**config.mk**
```make
export PLATFORM = sky130hd
export DESIGN_NAME = tdl_overhead
export DESIGN_NICKNAME = d
export VERILOG_FILES = /design/src/design/tdl_pkg.sv /design/src/design/tdl_code_det.sv /design/src/design/tdl_loop_extract.sv /design/src/design/tdl_overhead.sv
export SDC_FILE = /design/constraint.sdc
export NUM_CORES = 1
export LEC_CHECK = 0
export ABC_AREA = 1
export BUFFER_PORTS_ARGS = -buffer_cell sky130_fd_sc_hd__buf_2
export CORE_UTILIZATION = 50
export DETAILED_ROUTE_END_ITERATION = 6
export GPL_ROUTABILITY_DRIVEN = 1
export GPL_TIMING_DRIVEN = 1
export PLACE_DENSITY_LB_ADDON = 0.12
export SETUP_SLACK_MARGIN = 0.3
export SYNTH_ARGS = -nofsm -noshare
export SYNTH_HDL_FRONTEND = slang
export SYNTH_SLANG_ARGS = --single-unit
```
**constraint.sdc**
```tcl
create_clock -name clk -period 11.6 [get_ports clk]
set_input_delay 3.48 -clock clk [delete_from_list [all_inputs] [get_ports clk]]
set_output_delay 3.48 -clock clk [all_outputs]
set_load 0.01 [all_outputs]
```
**src/design/tdl_pkg.sv**
```systemverilog
// constants and shared helpers for the t1 data-link overhead block
package tdl_pkg;

   // ---------------------------------------------------------------
   // address map
   // ---------------------------------------------------------------
   localparam int unsigned ADDR_W        = 11;
   localparam int unsigned OFS_W         = 9;
   localparam logic [8:0]  OFS_RX_CTL1   = 9'h003;
   localparam logic [8:0]  OFS_RX_CTL2   = 9'h014;
   localparam logic [8:0]  OFS_RX_CODE_C = 9'h015;
   localparam logic [8:0]  OFS_RX_LINK   = 9'h062;
   localparam logic [8:0]  OFS_RX_CODE_V = 9'h063;
   localparam logic [8:0]  OFS_RX_MSG1   = 9'h064;
   localparam logic [8:0]  OFS_RX_MSG2   = 9'h065;
   localparam logic [8:0]  OFS_RX_MSG3   = 9'h066;
   localparam logic [8:0]  OFS_RX_LS7    = 9'h096;
   localparam logic [8:0]  OFS_RX_IM7    = 9'h0a6;
   localparam logic [8:0]  OFS_TX_HDLC2  = 9'h113;
   localparam logic [8:0]  OFS_TX_LINK   = 9'h162;
   localparam logic [8:0]  OFS_TX_CODE   = 9'h163;
   localparam logic [8:0]  OFS_PORT_MODE = 9'h180;
   localparam logic [8:0]  OFS_TX_CTL1   = 9'h181;
   localparam logic [8:0]  OFS_TX_CTL2   = 9'h182;
   localparam logic [8:0]  OFS_TX_LS2    = 9'h191;
   localparam logic [8:0]  OFS_TX_IM2    = 9'h1a1;
   localparam int unsigned NUM_PORTS     = 4;

   // ---------------------------------------------------------------
   // field positions
   // ---------------------------------------------------------------
   localparam int unsigned RC1_CROSS_BIT = 3;
   localparam int unsigned RC1_D4_BIT    = 5;
   localparam int unsigned RC1_SYNC_TIME_SELECT_BIT = 7;
   localparam int unsigned RC2_LOOP_BIT  = 4;
   localparam int unsigned CC_FILT_LSB   = 0;
   localparam int unsigned CC_DIS_LSB    = 2;
   localparam int unsigned LS7_DET_BIT   = 0;
   localparam int unsigned LS7_CLR_BIT   = 1;
   localparam int unsigned LS7_FULL_BIT  = 2;
   localparam int unsigned LS7_LOOP_BIT  = 3;
   localparam int unsigned TX_HDLC_CONTROL_TWO_SEND_BIT = 6;
   localparam int unsigned TC1_PASS_BIT  = 6;
   localparam int unsigned TC2_SRC_BIT   = 7;
   localparam int unsigned TX_LATCHED_STATUS_TWO_EMP_BIT  = 4;
   localparam int unsigned MODE_E1_BIT   = 0;
   localparam int unsigned MODE_TXD4_BIT = 1;

   // ---------------------------------------------------------------
   // counts and patterns
   // ---------------------------------------------------------------
   localparam logic [3:0]  ESF_BYTE_BITS = 4'h8;
   localparam logic [3:0]  D4_BYTE_BITS  = 4'h6;
   localparam logic [3:0]  FILT_N [4]    = '{4'h1, 4'h3, 4'h5, 4'h7};
   localparam logic [7:0]  DIS_N [4]     = '{8'h10, 8'h20, 8'h40, 8'h80};
   localparam logic [7:0]  CODE_RUN_GAP  = 8'h10;
   localparam logic [11:0] LOOP_ALIGN    = 12'h1c7;
   localparam logic [5:0]  LOOP_FS_BITS  = 6'h24;
   localparam logic [7:0]  CODE_FLAG     = 8'hff;

   // ---------------------------------------------------------------
   // code word helpers, bit 15 goes on the line first
   // ---------------------------------------------------------------
   function automatic logic [15:0] code_seq(input logic [5:0] c);
      code_seq = {CODE_FLAG, 1'b0, c[0], c[1], c[2], c[3], c[4], c[5], 1'b0};
   endfunction

   function automatic logic [5:0] code_of(input logic [15:0] w);
      code_of = {w[1], w[2], w[3], w[4], w[5], w[6]};
   endfunction

endpackage

```
**src/design/tdl_code_det.sv**
```systemverilog
// receive bit-oriented code detector with filter and disintegration timing
`timescale 1ns/1ps
module tdl_code_det
   import tdl_pkg::*;
(
   input  wire logic       clk,
   input  wire logic       rst,
   input  wire logic       bit_stb,
   input  wire logic       bit_in,
   input  wire logic       enable,
   input  wire logic [1:0] filt_sel,
   input  wire logic [1:0] dis_sel,
   output logic            det_pulse,
   output logic            clr_pulse,
   output logic [5:0]      code
);
   typedef struct packed {
      logic [15:0] win;
      logic [5:0]  cand;
      logic [3:0]  cnt;
      logic [7:0]  miss;
      logic        rep_valid;
      logic [5:0]  rep_code;
      logic        det;
      logic        clr;
   } tdl_det_st_t;

   tdl_det_st_t st_q;
   tdl_det_st_t st_d;

   always_comb begin
      logic [15:0] w;
      logic [5:0]  c;
      w = {st_q.win[14:0], bit_in};
      c = code_of(w);
      st_d = st_q;
      st_d.det = 1'b0;
      st_d.clr = 1'b0;
      if (!enable) begin
         st_d.cnt = '0;
         st_d.miss = '0;
      end else if (bit_stb) begin
         st_d.win = w;
         if (w == code_seq(c)) begin
            st_d.miss = '0;
            if (st_q.cnt != '0 && c == st_q.cand) begin
               if (st_q.cnt != 4'hf) begin
                  st_d.cnt = st_q.cnt + 4'h1;
               end
            end else begin
               st_d.cand = c;
               st_d.cnt = 4'h1;
            end
            if (st_d.cnt >= FILT_N[filt_sel]
                && (!st_q.rep_valid || st_q.rep_code != c)) begin
               st_d.det = 1'b1;
               st_d.rep_valid = 1'b1;
               st_d.rep_code = c;
            end
         end else begin
            if (st_q.miss != 8'hff) begin
               st_d.miss = st_q.miss + 8'h01;
            end
            if (st_d.miss > CODE_RUN_GAP) begin
               st_d.cnt = '0;
            end
            if (st_d.miss == DIS_N[dis_sel] && st_q.rep_valid) begin
               st_d.clr = 1'b1;
               st_d.rep_valid = 1'b0;
            end
         end
      end
   end

   always_ff @(posedge clk or posedge rst) begin
      if (rst) begin
         st_q <= '0;
      end else begin
         st_q <= st_d;
      end
   end

   assign det_pulse = st_q.det;
   assign clr_pulse = st_q.clr;
   assign code      = st_q.rep_code;
endmodule

```
**src/design/tdl_loop_extract.sv**
```systemverilog
// receive subscriber-loop multiframe message extractor
`timescale 1ns/1ps
module tdl_loop_extract
   import tdl_pkg::*;
(
   input  wire logic       clk,
   input  wire logic       rst,
   input  wire logic       fs_stb,
   input  wire logic       fs_bit,
   input  wire logic       enable,
   output logic            ready_pulse,
   output logic [7:0]      msg1,
   output logic [7:0]      msg2,
   output logic [7:0]      msg3
);
   typedef struct packed {
      logic [35:0] hist;
      logic        locked;
      logic [5:0]  cnt;
      logic [23:0] msg;
      logic        rdy;
   } tdl_loop_st_t;

   tdl_loop_st_t st_q;
   tdl_loop_st_t st_d;

   always_comb begin
      logic [35:0] h;
      logic        hit;
      h = {st_q.hist[34:0], fs_bit};
      hit = (h[35:24] == LOOP_ALIGN);
      st_d = st_q;
      st_d.rdy = 1'b0;
      if (!enable) begin
         st_d.locked = 1'b0;
         st_d.cnt = '0;
      end else if (fs_stb) begin
         st_d.hist = h;
         st_d.cnt = st_q.cnt + 6'h01;
         if (!st_q.locked || st_d.cnt == LOOP_FS_BITS) begin
            st_d.cnt = '0;
            st_d.locked = hit;
            if (hit) begin
               st_d.msg = h[23:0];
               st_d.rdy = 1'b1;
            end
         end
      end
   end

   always_ff @(posedge clk or posedge rst) begin
      if (rst) begin
         st_q <= '0;
      end else begin
         st_q <= st_d;
      end
   end

   assign ready_pulse = st_q.rdy;
   assign msg1        = st_q.msg[23:16];
   assign msg2        = st_q.msg[15:8];
   assign msg3        = st_q.msg[7:0];
endmodule

```
**src/design/tdl_overhead.sv**
```systemverilog
// per-port t1 data-link overhead: registers, code and byte link paths
//
// Implementation choice: the address-and-strobe port.
`timescale 1ns/1ps
module tdl_overhead
   import tdl_pkg::*;
#(
   parameter int unsigned PORT_INDEX = 1
)(
   input  wire logic              clk,
   input  wire logic              rst,
   input  wire logic [tdl_pkg::ADDR_W-1:0] addr,
   input  wire logic [7:0]        wr_data,
   input  wire logic              wr_stb,
   input  wire logic              rd_stb,
   output logic [7:0]             rd_data,
   input  wire logic              rx_frame_stb,
   input  wire logic              rx_dl_slot,
   input  wire logic              rx_fbit,
   input  wire logic              rx_sf_start,
   input  wire logic              tx_frame_stb,
   input  wire logic              tx_dl_slot,
   input  wire logic              tx_serial_data_input,
   output logic                   tx_fbit_out,
   output logic                   interrupt_out_n
);

   // ---------------------------------------------------------------
   // parameter check
   // ---------------------------------------------------------------
   if (PORT_INDEX < 1 || PORT_INDEX > NUM_PORTS) begin : g_bad_port
      $error("tdl_overhead: PORT_INDEX out of range");
   end

   localparam logic [1:0] PORT_SEL = 2'(PORT_INDEX - 1);

   typedef struct packed {
      logic [7:0] rc1;
      logic [7:0] rc2;
      logic [7:0] cctl;
      logic [7:0] rx_interrupt_mask_seven;
      logic [7:0] tx_hdlc_control_two;
      logic [7:0] txb;
      logic [7:0] txc;
      logic [7:0] mode;
      logic [7:0] tc1;
      logic [7:0] tc2;
      logic [7:0] tx_interrupt_mask_two;
      logic [3:0] rx_latched_status_seven;
      logic       tx_latched_status_two;
      logic [7:0] rxb;
      logic [7:0] rxsh;
      logic [3:0] rxcnt;
      logic [7:0] txsh;
      logic [3:0] txcnt;
      logic [3:0] cidx;
      logic [5:0] ccode;
      logic       fout;
      logic [7:0] rdat;
      logic       irq_n;
   } tdl_top_st_t;

   tdl_top_st_t st_q;
   tdl_top_st_t st_d;

   // ---------------------------------------------------------------
   // mode decode
   // ---------------------------------------------------------------
   logic       hit;
   logic [8:0] ofs;
   logic       t1_mode;
   logic       rx_d4;
   logic       tx_d4;
   logic       rx_dl_stb;

   assign hit       = (addr[ADDR_W-1:OFS_W] == PORT_SEL);
   assign ofs       = addr[OFS_W-1:0];
   assign t1_mode   = !st_q.mode[MODE_E1_BIT];
   assign rx_d4     = st_q.rc1[RC1_D4_BIT];
   assign tx_d4     = st_q.mode[MODE_TXD4_BIT];
   assign rx_dl_stb = rx_frame_stb && rx_dl_slot && t1_mode;

   // ---------------------------------------------------------------
   // receive code detector and loop extractor
   // ---------------------------------------------------------------
   logic       det_pulse;
   logic       clr_pulse;
   logic [5:0] rx_code;
   logic       loop_rdy;
   logic [7:0] msg1;
   logic [7:0] msg2;
   logic [7:0] msg3;

   tdl_code_det u_det (
      .clk       (clk),
      .rst       (rst),
      .bit_stb   (rx_dl_stb),
      .bit_in    (rx_fbit),
      .enable    (t1_mode && !rx_d4),
      .filt_sel  (st_q.cctl[CC_FILT_LSB +: 2]),
      .dis_sel   (st_q.cctl[CC_DIS_LSB +: 2]),
      .det_pulse (det_pulse),
      .clr_pulse (clr_pulse),
      .code      (rx_code)
   );

   tdl_loop_extract u_loop (
      .clk         (clk),
      .rst         (rst),
      .fs_stb      (rx_dl_stb && rx_d4),
      .fs_bit      (rx_fbit),
      .enable      (st_q.rc2[RC2_LOOP_BIT] && rx_d4
                    && st_q.rc1[RC1_CROSS_BIT]),
      .ready_pulse (loop_rdy),
      .msg1        (msg1),
      .msg2        (msg2),
      .msg3        (msg3)
   );

   // ---------------------------------------------------------------
   // next state
   // ---------------------------------------------------------------
   always_comb begin
      logic       wr;
      logic [3:0] ls7_set;
      logic [3:0] ls7_clr;
      logic       emp_set;
      logic       emp_clr;
      logic       full_set;
      logic       sending;
      logic [15:0] seq;
      logic [3:0] blen;
      logic [7:0] src;
      logic       fb;
      wr       = wr_stb && hit;
      ls7_clr  = '0;
      emp_clr  = 1'b0;
      emp_set  = 1'b0;
      full_set = 1'b0;
      st_d     = st_q;

      // register writes; latched flags clear on writing one
      if (wr) begin
         unique case (ofs)
            OFS_RX_CTL1:   st_d.rc1 = wr_data;
            OFS_RX_CTL2:   st_d.rc2 = wr_data;
            OFS_RX_CODE_C: st_d.cctl = wr_data;
            OFS_RX_LS7:    ls7_clr = wr_data[3:0];
            OFS_RX_IM7:    st_d.rx_interrupt_mask_seven = wr_data;
            OFS_TX_HDLC2:  st_d.tx_hdlc_control_two = wr_data;
            OFS_TX_LINK:   st_d.txb = wr_data;
            OFS_TX_CODE:   st_d.txc = wr_data;
            OFS_PORT_MODE: st_d.mode = wr_data;
            OFS_TX_CTL1:   st_d.tc1 = wr_data;
            OFS_TX_CTL2:   st_d.tc2 = wr_data;
            OFS_TX_LS2:    emp_clr = wr_data[TX_LATCHED_STATUS_TWO_EMP_BIT];
            OFS_TX_IM2:    st_d.tx_interrupt_mask_two = wr_data;
            default:       st_d.rc1 = st_q.rc1;
         endcase
      end

      // receive byte link
      if (rx_dl_stb) begin
         st_d.rxsh = {rx_fbit, st_q.rxsh[7:1]};
         if (!rx_d4) begin
            st_d.rxcnt = st_q.rxcnt + 4'h1;
            if (st_d.rxcnt == ESF_BYTE_BITS) begin
               st_d.rxcnt = '0;
               st_d.rxb = st_d.rxsh;
               full_set = 1'b1;
            end
         end
      end
      if (rx_frame_stb && rx_sf_start && rx_d4 && t1_mode) begin
         st_d.rxb = {2'b00, st_q.rxsh[7:2]};
         st_d.rxcnt = '0;
         full_set = 1'b1;
      end

      // transmit data-link slot
      sending = st_q.tx_hdlc_control_two[TX_HDLC_CONTROL_TWO_SEND_BIT] && t1_mode && !tx_d4;
      seq  = code_seq(st_q.cidx == '0 ? st_q.txc[5:0] : st_q.ccode);
      blen = tx_d4 ? D4_BYTE_BITS : ESF_BYTE_BITS;
      src  = (st_q.txcnt == '0) ? st_q.txb : st_q.txsh;
      fb   = tx_serial_data_input;
      if (tx_frame_stb) begin
         if (tx_dl_slot && t1_mode && !st_q.tc1[TC1_PASS_BIT]) begin
            if (sending || st_q.cidx != '0) begin
               if (st_q.cidx == '0) begin
                  st_d.ccode = st_q.txc[5:0];
               end
               fb = seq[4'hf - st_q.cidx];
               st_d.cidx = st_q.cidx + 4'h1;
            end else if (!st_q.tc2[TC2_SRC_BIT]) begin
               fb = src[0];
               st_d.txsh = src >> 1;
               st_d.txcnt = st_q.txcnt + 4'h1;
               if (st_d.txcnt == blen) begin
                  st_d.txcnt = '0;
                  emp_set = 1'b1;
               end
            end
         end
         st_d.fout = fb;
      end

      // latched flags, a set in the same cycle beats the clear
      ls7_set = '0;
      ls7_set[LS7_DET_BIT]  = det_pulse;
      ls7_set[LS7_CLR_BIT]  = clr_pulse;
      ls7_set[LS7_FULL_BIT] = full_set;
      ls7_set[LS7_LOOP_BIT] = loop_rdy;
      st_d.rx_latched_status_seven = (st_q.rx_latched_status_seven & ~ls7_clr) | ls7_set;
      st_d.tx_latched_status_two = (st_q.tx_latched_status_two && !emp_clr) || emp_set;

      st_d.irq_n = !(|(st_d.rx_latched_status_seven & st_d.rx_interrupt_mask_seven[3:0])
                     || (st_d.tx_latched_status_two && st_d.tx_interrupt_mask_two[TX_LATCHED_STATUS_TWO_EMP_BIT]));

      // read data, valid the cycle after the strobe
      st_d.rdat = '0;
      if (rd_stb && hit) begin
         unique case (ofs)
            OFS_RX_CTL1:   st_d.rdat = st_q.rc1;
            OFS_RX_CTL2:   st_d.rdat = st_q.rc2;
            OFS_RX_CODE_C: st_d.rdat = st_q.cctl;
            OFS_RX_LINK:   st_d.rdat = st_q.rxb;
            OFS_RX_CODE_V: st_d.rdat = {2'b00, rx_code};
            OFS_RX_MSG1:   st_d.rdat = msg1;
            OFS_RX_MSG2:   st_d.rdat = msg2;
            OFS_RX_MSG3:   st_d.rdat = msg3;
            OFS_RX_LS7:    st_d.rdat = {4'h0, st_q.rx_latched_status_seven};
            OFS_RX_IM7:    st_d.rdat = st_q.rx_interrupt_mask_seven;
            OFS_TX_HDLC2:  st_d.rdat = st_q.tx_hdlc_control_two;
            OFS_TX_LINK:   st_d.rdat = st_q.txb;
            OFS_TX_CODE:   st_d.rdat = st_q.txc;
            OFS_PORT_MODE: st_d.rdat = st_q.mode;
            OFS_TX_CTL1:   st_d.rdat = st_q.tc1;
            OFS_TX_CTL2:   st_d.rdat = st_q.tc2;
            OFS_TX_LS2:    st_d.rdat = {3'b000, st_q.tx_latched_status_two, 4'h0};
            OFS_TX_IM2:    st_d.rdat = st_q.tx_interrupt_mask_two;
            default:       st_d.rdat = '0;
         endcase
      end
   end

   // ---------------------------------------------------------------
   // state register
   // ---------------------------------------------------------------
   always_ff @(posedge clk or posedge rst) begin
      if (rst) begin
         st_q <= '0;
         st_q.irq_n <= 1'b1;
      end else begin
         st_q <= st_d;
      end
   end

   assign rd_data         = st_q.rdat;
   assign tx_fbit_out     = st_q.fout;
   assign interrupt_out_n = st_q.irq_n;
endmodule

```
# [Word-level counts from Yosys, hierarchy flattened]
# Cells that the tools add are included.
[classes] add_sub_neg=7 magnitude_cmp=5 n_eq_ne=34 n_mux=70 bitwise=9 reduce_logical=65
[ops] cell="$mux 8" count=19
[ops] cell="$pmux 8 s18" count=1
[ops] cell="$eq 9x9->1 const B" count=8
[ops] cell="$mux 32" count=2
[ops] cell="$mux 4" count=16
[ops] cell="$mux 60" count=1
[ops] cell="$eq 9x7->1 const B" count=5
[ops] cell="$reduce_and 2->1" count=16
[ops] cell="$mux 25" count=1
[ops] cell="$mux 21" count=1
[ops] cell="$logic_and 1x1->1" count=20
[ops] cell="$mux 20" count=1
[ops] cell="$reduce_and 4->1" count=5
[ops] cell="$mux 1" count=19
[ops] cell="$eq 9x5->1 const B" count=2
[ops] cell="$eq 9x8->1 const B" count=2
[ops] cell="$add 4x1->4 const B" count=4
[ops] cell="$bmux 8 s2" count=1
[ops] cell="$mux 7" count=2
[ops] cell="$mux 13" count=1
[ops] cell="$eq 12x9->1 const B" count=1
[ops] cell="$mux 12" count=1
[ops] cell="$eq 10x10->1 const B" count=1
[ops] cell="$eq 9x2->1 const B" count=1
[ops] cell="35 further kinds" count=59
[word_totals] reg_bits=253 inputBits=30 out_inout_bits=10 word_cells=228

# [Logic depth before layout (Yosys ltp)]
[depth] depth_word=12 depth_mapped=15 depth_no_buf=15

# [By module]
# Synthesis repeated with hierarchy kept, for this count alone.
[hier_totals] hier_cells=1604 area_unflattened_um2=12662.1
[modules_own_cells] mod="tdl_overhead" n_inst=1 cells_each=964 area_each_um2=7363.3 seq_area_each_um2=3579.7
[modules_own_cells] mod="tdl_loop_extract" n_inst=1 cells_each=317 area_each_um2=2889.0 seq_area_each_um2=1676.6
[modules_own_cells] mod="tdl_code_det" n_inst=1 cells_each=323 area_each_um2=2409.8 seq_area_each_um2=1051.0

# [Least setup slack after synthesis]
# Ideal clock, no wire load.
[synth_timing] kind="in2reg" start="input addr[9] (netlist bit)" end="register st_q[54] (netlist bit)" setup_time_ns=0.127 arrival_time_ns=4.518 required_ns=11.473 slack_ns=6.954 stages=8 path_buffers=1 path_cell_list="inv_1 -> nand3_1 -> inv_1 -> buf_2 -> nand2_2 -> o21ai_0 -> inv_1 -> or2_2"
[synth_rtl] element="start: declaration" line="tdl_overhead.sv:12" text="input wire logic [tdl_pkg::ADDR_W-1:0] addr,"
[synth_rtl] element="end signal: assignment" line="tdl_overhead.sv:254" text="st_q <= st_d;"
[synth_rtl] element="end: declaration" line="tdl_overhead.sv:63" text="tdl_top_st_t st_q;"

# [Worst setup path after layout]
[layout_timing] start="input rx_frame_stb" end="register st_q[48] (netlist bit)"
[layout_between] elab_chain_len=5 elab_cells_between_ends=10 classes_between="1 x eq/ne; 1 x mux; 8 x reduce/logical"
[layout_rtl] element="start: declaration" line="tdl_overhead.sv:17" text="input wire logic rx_frame_stb,"
[layout_rtl] element="$logic_and 1x1->1 (3 in series)" line="tdl_overhead.sv:174" text="if (rx_frame_stb && rx_sf_start && rx_d4 && t1_mode) begin"
[layout_rtl] element="$ne 2x1->1 (no source line) / $reduce_bool 2->1 (equally long branches)"
[layout_rtl] element="$reduce_and 3->1 (no source line)"
# Parallel ways exist; a longest one is shown, timed or not.
# A chain may end at the register's enable or synchronous reset.

==> flow_summary.yaml <==
run_status:
  status: "finished, final reports clean"
setup_path:
  slowest_stage: "nor2_2"
  cp.arrival_ps: 6060
  critical_path_class: "primary input to flip-flop"
  r2r-start: "st_q[81]"
  rr_worst_depth: 9
  max_stage_delay_ps: 840
  ff2ff_setup_slack_ps: 8450
  cpLargestDelayFamily: "simple AND/OR/NAND/NOR gates"
  critPathLaunchType: "primary input"
  path_cells: "buf_2, inv_1, nor2_1, nand2_2, nor2_2, inv_1, nand2_1, nand2_1, inv_2, o211ai_1, o21ai_0"
  critical_path_buf_inv_count: 4
  r2r-end: "st_q[48]"
  required_ps: 12040
  critical_path.max_fanout: 31
  worstSetupEndpointType: "flip-flop"
synthesis:
  synth_nets: 1568
  synthDistinctLibCells: 45
  synth-warning-count: 0
  synth_area_um2: 12100
  synth_area_per_cell_um2: 7.96
  netlist_top_cells_area: "dfrtp_1, nand2_1, o21ai_0"
  synthDominantCellAreaShare_pct: 51.7
  synth_top_cell_by_area: "dfrtp_1"
  syn_inst: 1526
  ys_seq_elements: 252
  seq_area_frac_synth_pct: 51.9
timing:
  hold_viol_final: 0
  post-route-period-util_pct: 48.5
  worst_slew_pin_slew_ps: 1140
  drv_slew: 0
  maxSlewHeadroom_pct: 23.8
  rsz0062_at_grt: "no"
  setup_viol: 0
  finalClockSkew_ps: 20.4
  setup-tns-final_ps: 0
  fmax_ghz: 0.178
  setup_slack_ps: 5980
  finalCriticalPeriod_ps: 5620
hold_path:
  min-delay-start: "st_q[11]"
  hold_class: "flip-flop to flip-flop"
  hold_path_end: "st_q[11]"
  holdPathStages: 2
route:
  dr_wl_met3_um: 1980
  drc: 0
  drtIter0Drc: 860
  drtPass1Iterations: 6
  top_layer: "met5"
  final_antenna_net_count: 0
  wl_met1_um: 14200
  vias: 9933
  vias_per_cell: 5.28
  met2_length_um: 13900
  routed_wl_um: 30900
  wl_per_cell_um: 16.5
power_and_ir_drop:
  ir_worst_vdd_v: 0.000127
  power_density_nw_per_um2: 161
  p_leak_nw: 6.63
finish:
  syn_to_final_growth_pct: 10.1
  drive_above_1_share_pct: 8.45
  fillerInstances: 2227
  nNetsFinal: 1588
  antenna_cells: 0
floorplanning:
  rows: 56
  coreArea_um2: 23600
  start_util_pct: 51.4
  dieHeight_um: 158
  dieArea_um2: 24900
  die_w_um: 158
  io_pins: 40
global_routing:
  grt_overflow: 0
  antenna_found_initial: 1
  grt_max_degree: 125
  first_global_vias: 9208
  grt_pass1_wl_um: 49500
  track_usage_pct: 25.8
job:
  drv_cap: 0
clock_network:
  cts_buffers: 27
  cts_hold_buf: 0
  clk_pin_slew_ps: 60
  clk_latency_ps: 530
  clock-sinks: 252
  cts_setup_buffers: 0
  clock-root-buffer: "clkbuf_16"
  htreeDepth: 1
  post_cts_resized: 0
  clock_path_buffers: 3
  cts_tree: "built"
placement:
  place.detailed.hpwl_um: 21800
  gp_congestion: 0.924
  port_buffers: 39
  pre_cts_ws_ps: 5440
-- tightest hold or removal path: stages (launching register included) --
cell and delay (ps):
dfrtp_1 340, nand2_1 50, nand2_1 50
-- cell usage in the layout (no fill, tap or decap), types with 4 or more instances in the layout --
cell type	synthesis	layout
nand2_1	513	513
dfrtp_1	251	251
o21ai_0	216	216
inv_1	153	152
nor2_1	94	94
nand3_1	86	86
buf_2	14	39
clkbuf_16	0	27
o21ai_1	16	16
nand2_2	12	12
nand4_1	12	12
ha_1	12	12
a21oi_1	11	11
xor2_1	10	10
nor3_1	9	9
inv_2	9	9
xnor2_1	7	7
a31oi_1	7	7
o22ai_1	6	6
nor2_2	5	5
o211ai_1	5	5
clkinv_2	0	5
clkbuf_1	25	5
nor2_4	4	4
o31ai_1	4	4
nor3_4	4	4
-- per-layer routing --
layer  global-route usage [%]  vias to the layer above
met5                        0                        -
met1                     36.8                     4648
met3                     3.56                       57
met2                     40.6                      304
li1                         -                     4922
met4                     8.37                        2
-- cell type report --
cell class | count | area, um2 | area share [%]
clock buffer | 35 | 736 | 5.50
tap | 319 | 399 | 2.99
inverter | 164 | 623 | 4.66
clock inverter | 10 | 130 | 0.973
multi-input combinational | 1059 | 4960 | 37.1
timing repair buffer | 42 | 218 | 1.63
sequential | 252 | 6310 | 47.2
-- where the power goes --
group | total, mW | internal [mW] | switching [mW]
clock | 0.855 | 0.510 | 0.345
sequential | 1.01 | 0.955 | 0.0560
combinational | 0.281 | 0.0938 | 0.187
total | 2.15 | 1.56 | 0.589
-- per-stage QoR --
stage / cell area [um2] / instances / power (mW) / utilization (%) / hold WS, ps
2_1_floorplan: 12100 / 1526 / 1.22 / - / 428
3_3_place_gp: 12500 / 1836 / 1.30 / 53.0 / 458
4_1_cts: 13400 / 1881 / 2.17 / 56.6 / 475
6_report: 13400 / 1881 / 2.15 / 56.6 / 475
3_5_place_dp: 12500 / 1836 / 1.30 / 53.0 / 454
5_1_grt: 13400 / 1881 / 2.25 / 56.6 / 500
-- worst max-delay path by stage --
| stage | endpoint | from | cells after the start | slack, ps |
|---|---|---|---|---|
| 2_1_floorplan | rd_data[0] | rst | 1 | 1190 |
| 3_3_place_gp | st_q[49] | rx_frame_stb | 11 | 5550 |
| 3_5_place_dp | st_q[48] | rx_frame_stb | 11 | 5440 |
| 4_1_cts | st_q[48] | rx_frame_stb | 11 | 5980 |
| 5_1_grt | st_q[51] | rx_frame_stb | 11 | 5550 |
| 6_report | st_q[48] | rx_frame_stb | 11 | 5980 |
-- flip-flops by register name, indices dropped and copies added, names as in the netlist --
| name | cells |
|---|---|
| interrupt_out_n | 1 |
| rd_data | 8 |
| rx_d4 | 1 |
| st_q | 132 |
| tx_fbit_out | 1 |
| u_det.clr_pulse | 1 |
| u_det.code | 6 |
| u_det.det_pulse | 1 |
| u_det.st_q | 34 |
| u_loop.msg1 | 8 |
| u_loop.msg2 | 8 |
| u_loop.msg3 | 8 |
| u_loop.ready_pulse | 1 |
| u_loop.st_q | 42 |
-- synthesized netlist by cell type (all sizes together) --
cell,number
and3,1
inv,162
nor4,2
ha,12
nor3,15
o211ai,5
o2bb2ai,2
o31ai,4
a22o,1
nand4,12
dfstp,1
o21ai,234
nand3b,1
xor2,10
o22ai,6
clkinv,2
a21oi,12
xnor2,7
buf,26
a21boi,1
nand2,528
o21a,1
nor2,104
dfrtp,251
a31oi,8
clkbuf,25
a22oi,3
or2,1
nand3,89
-- kinds of logic (layout without fill, tap and decap cells) --
group | Yosys count | in the layout | synth area share [%]
simple gates | 753 | 753 | 26.3
compound gates | 277 | 277 | 12.1
flops | 252 | 252 | 51.9
buf+inv | 215 | 251 | 7.25
xor+xnor | 17 | 17 | 1.23
fa+ha+maj | 12 | 12 | 1.24
Note: power is estimated with default switching activity, not from simulation.
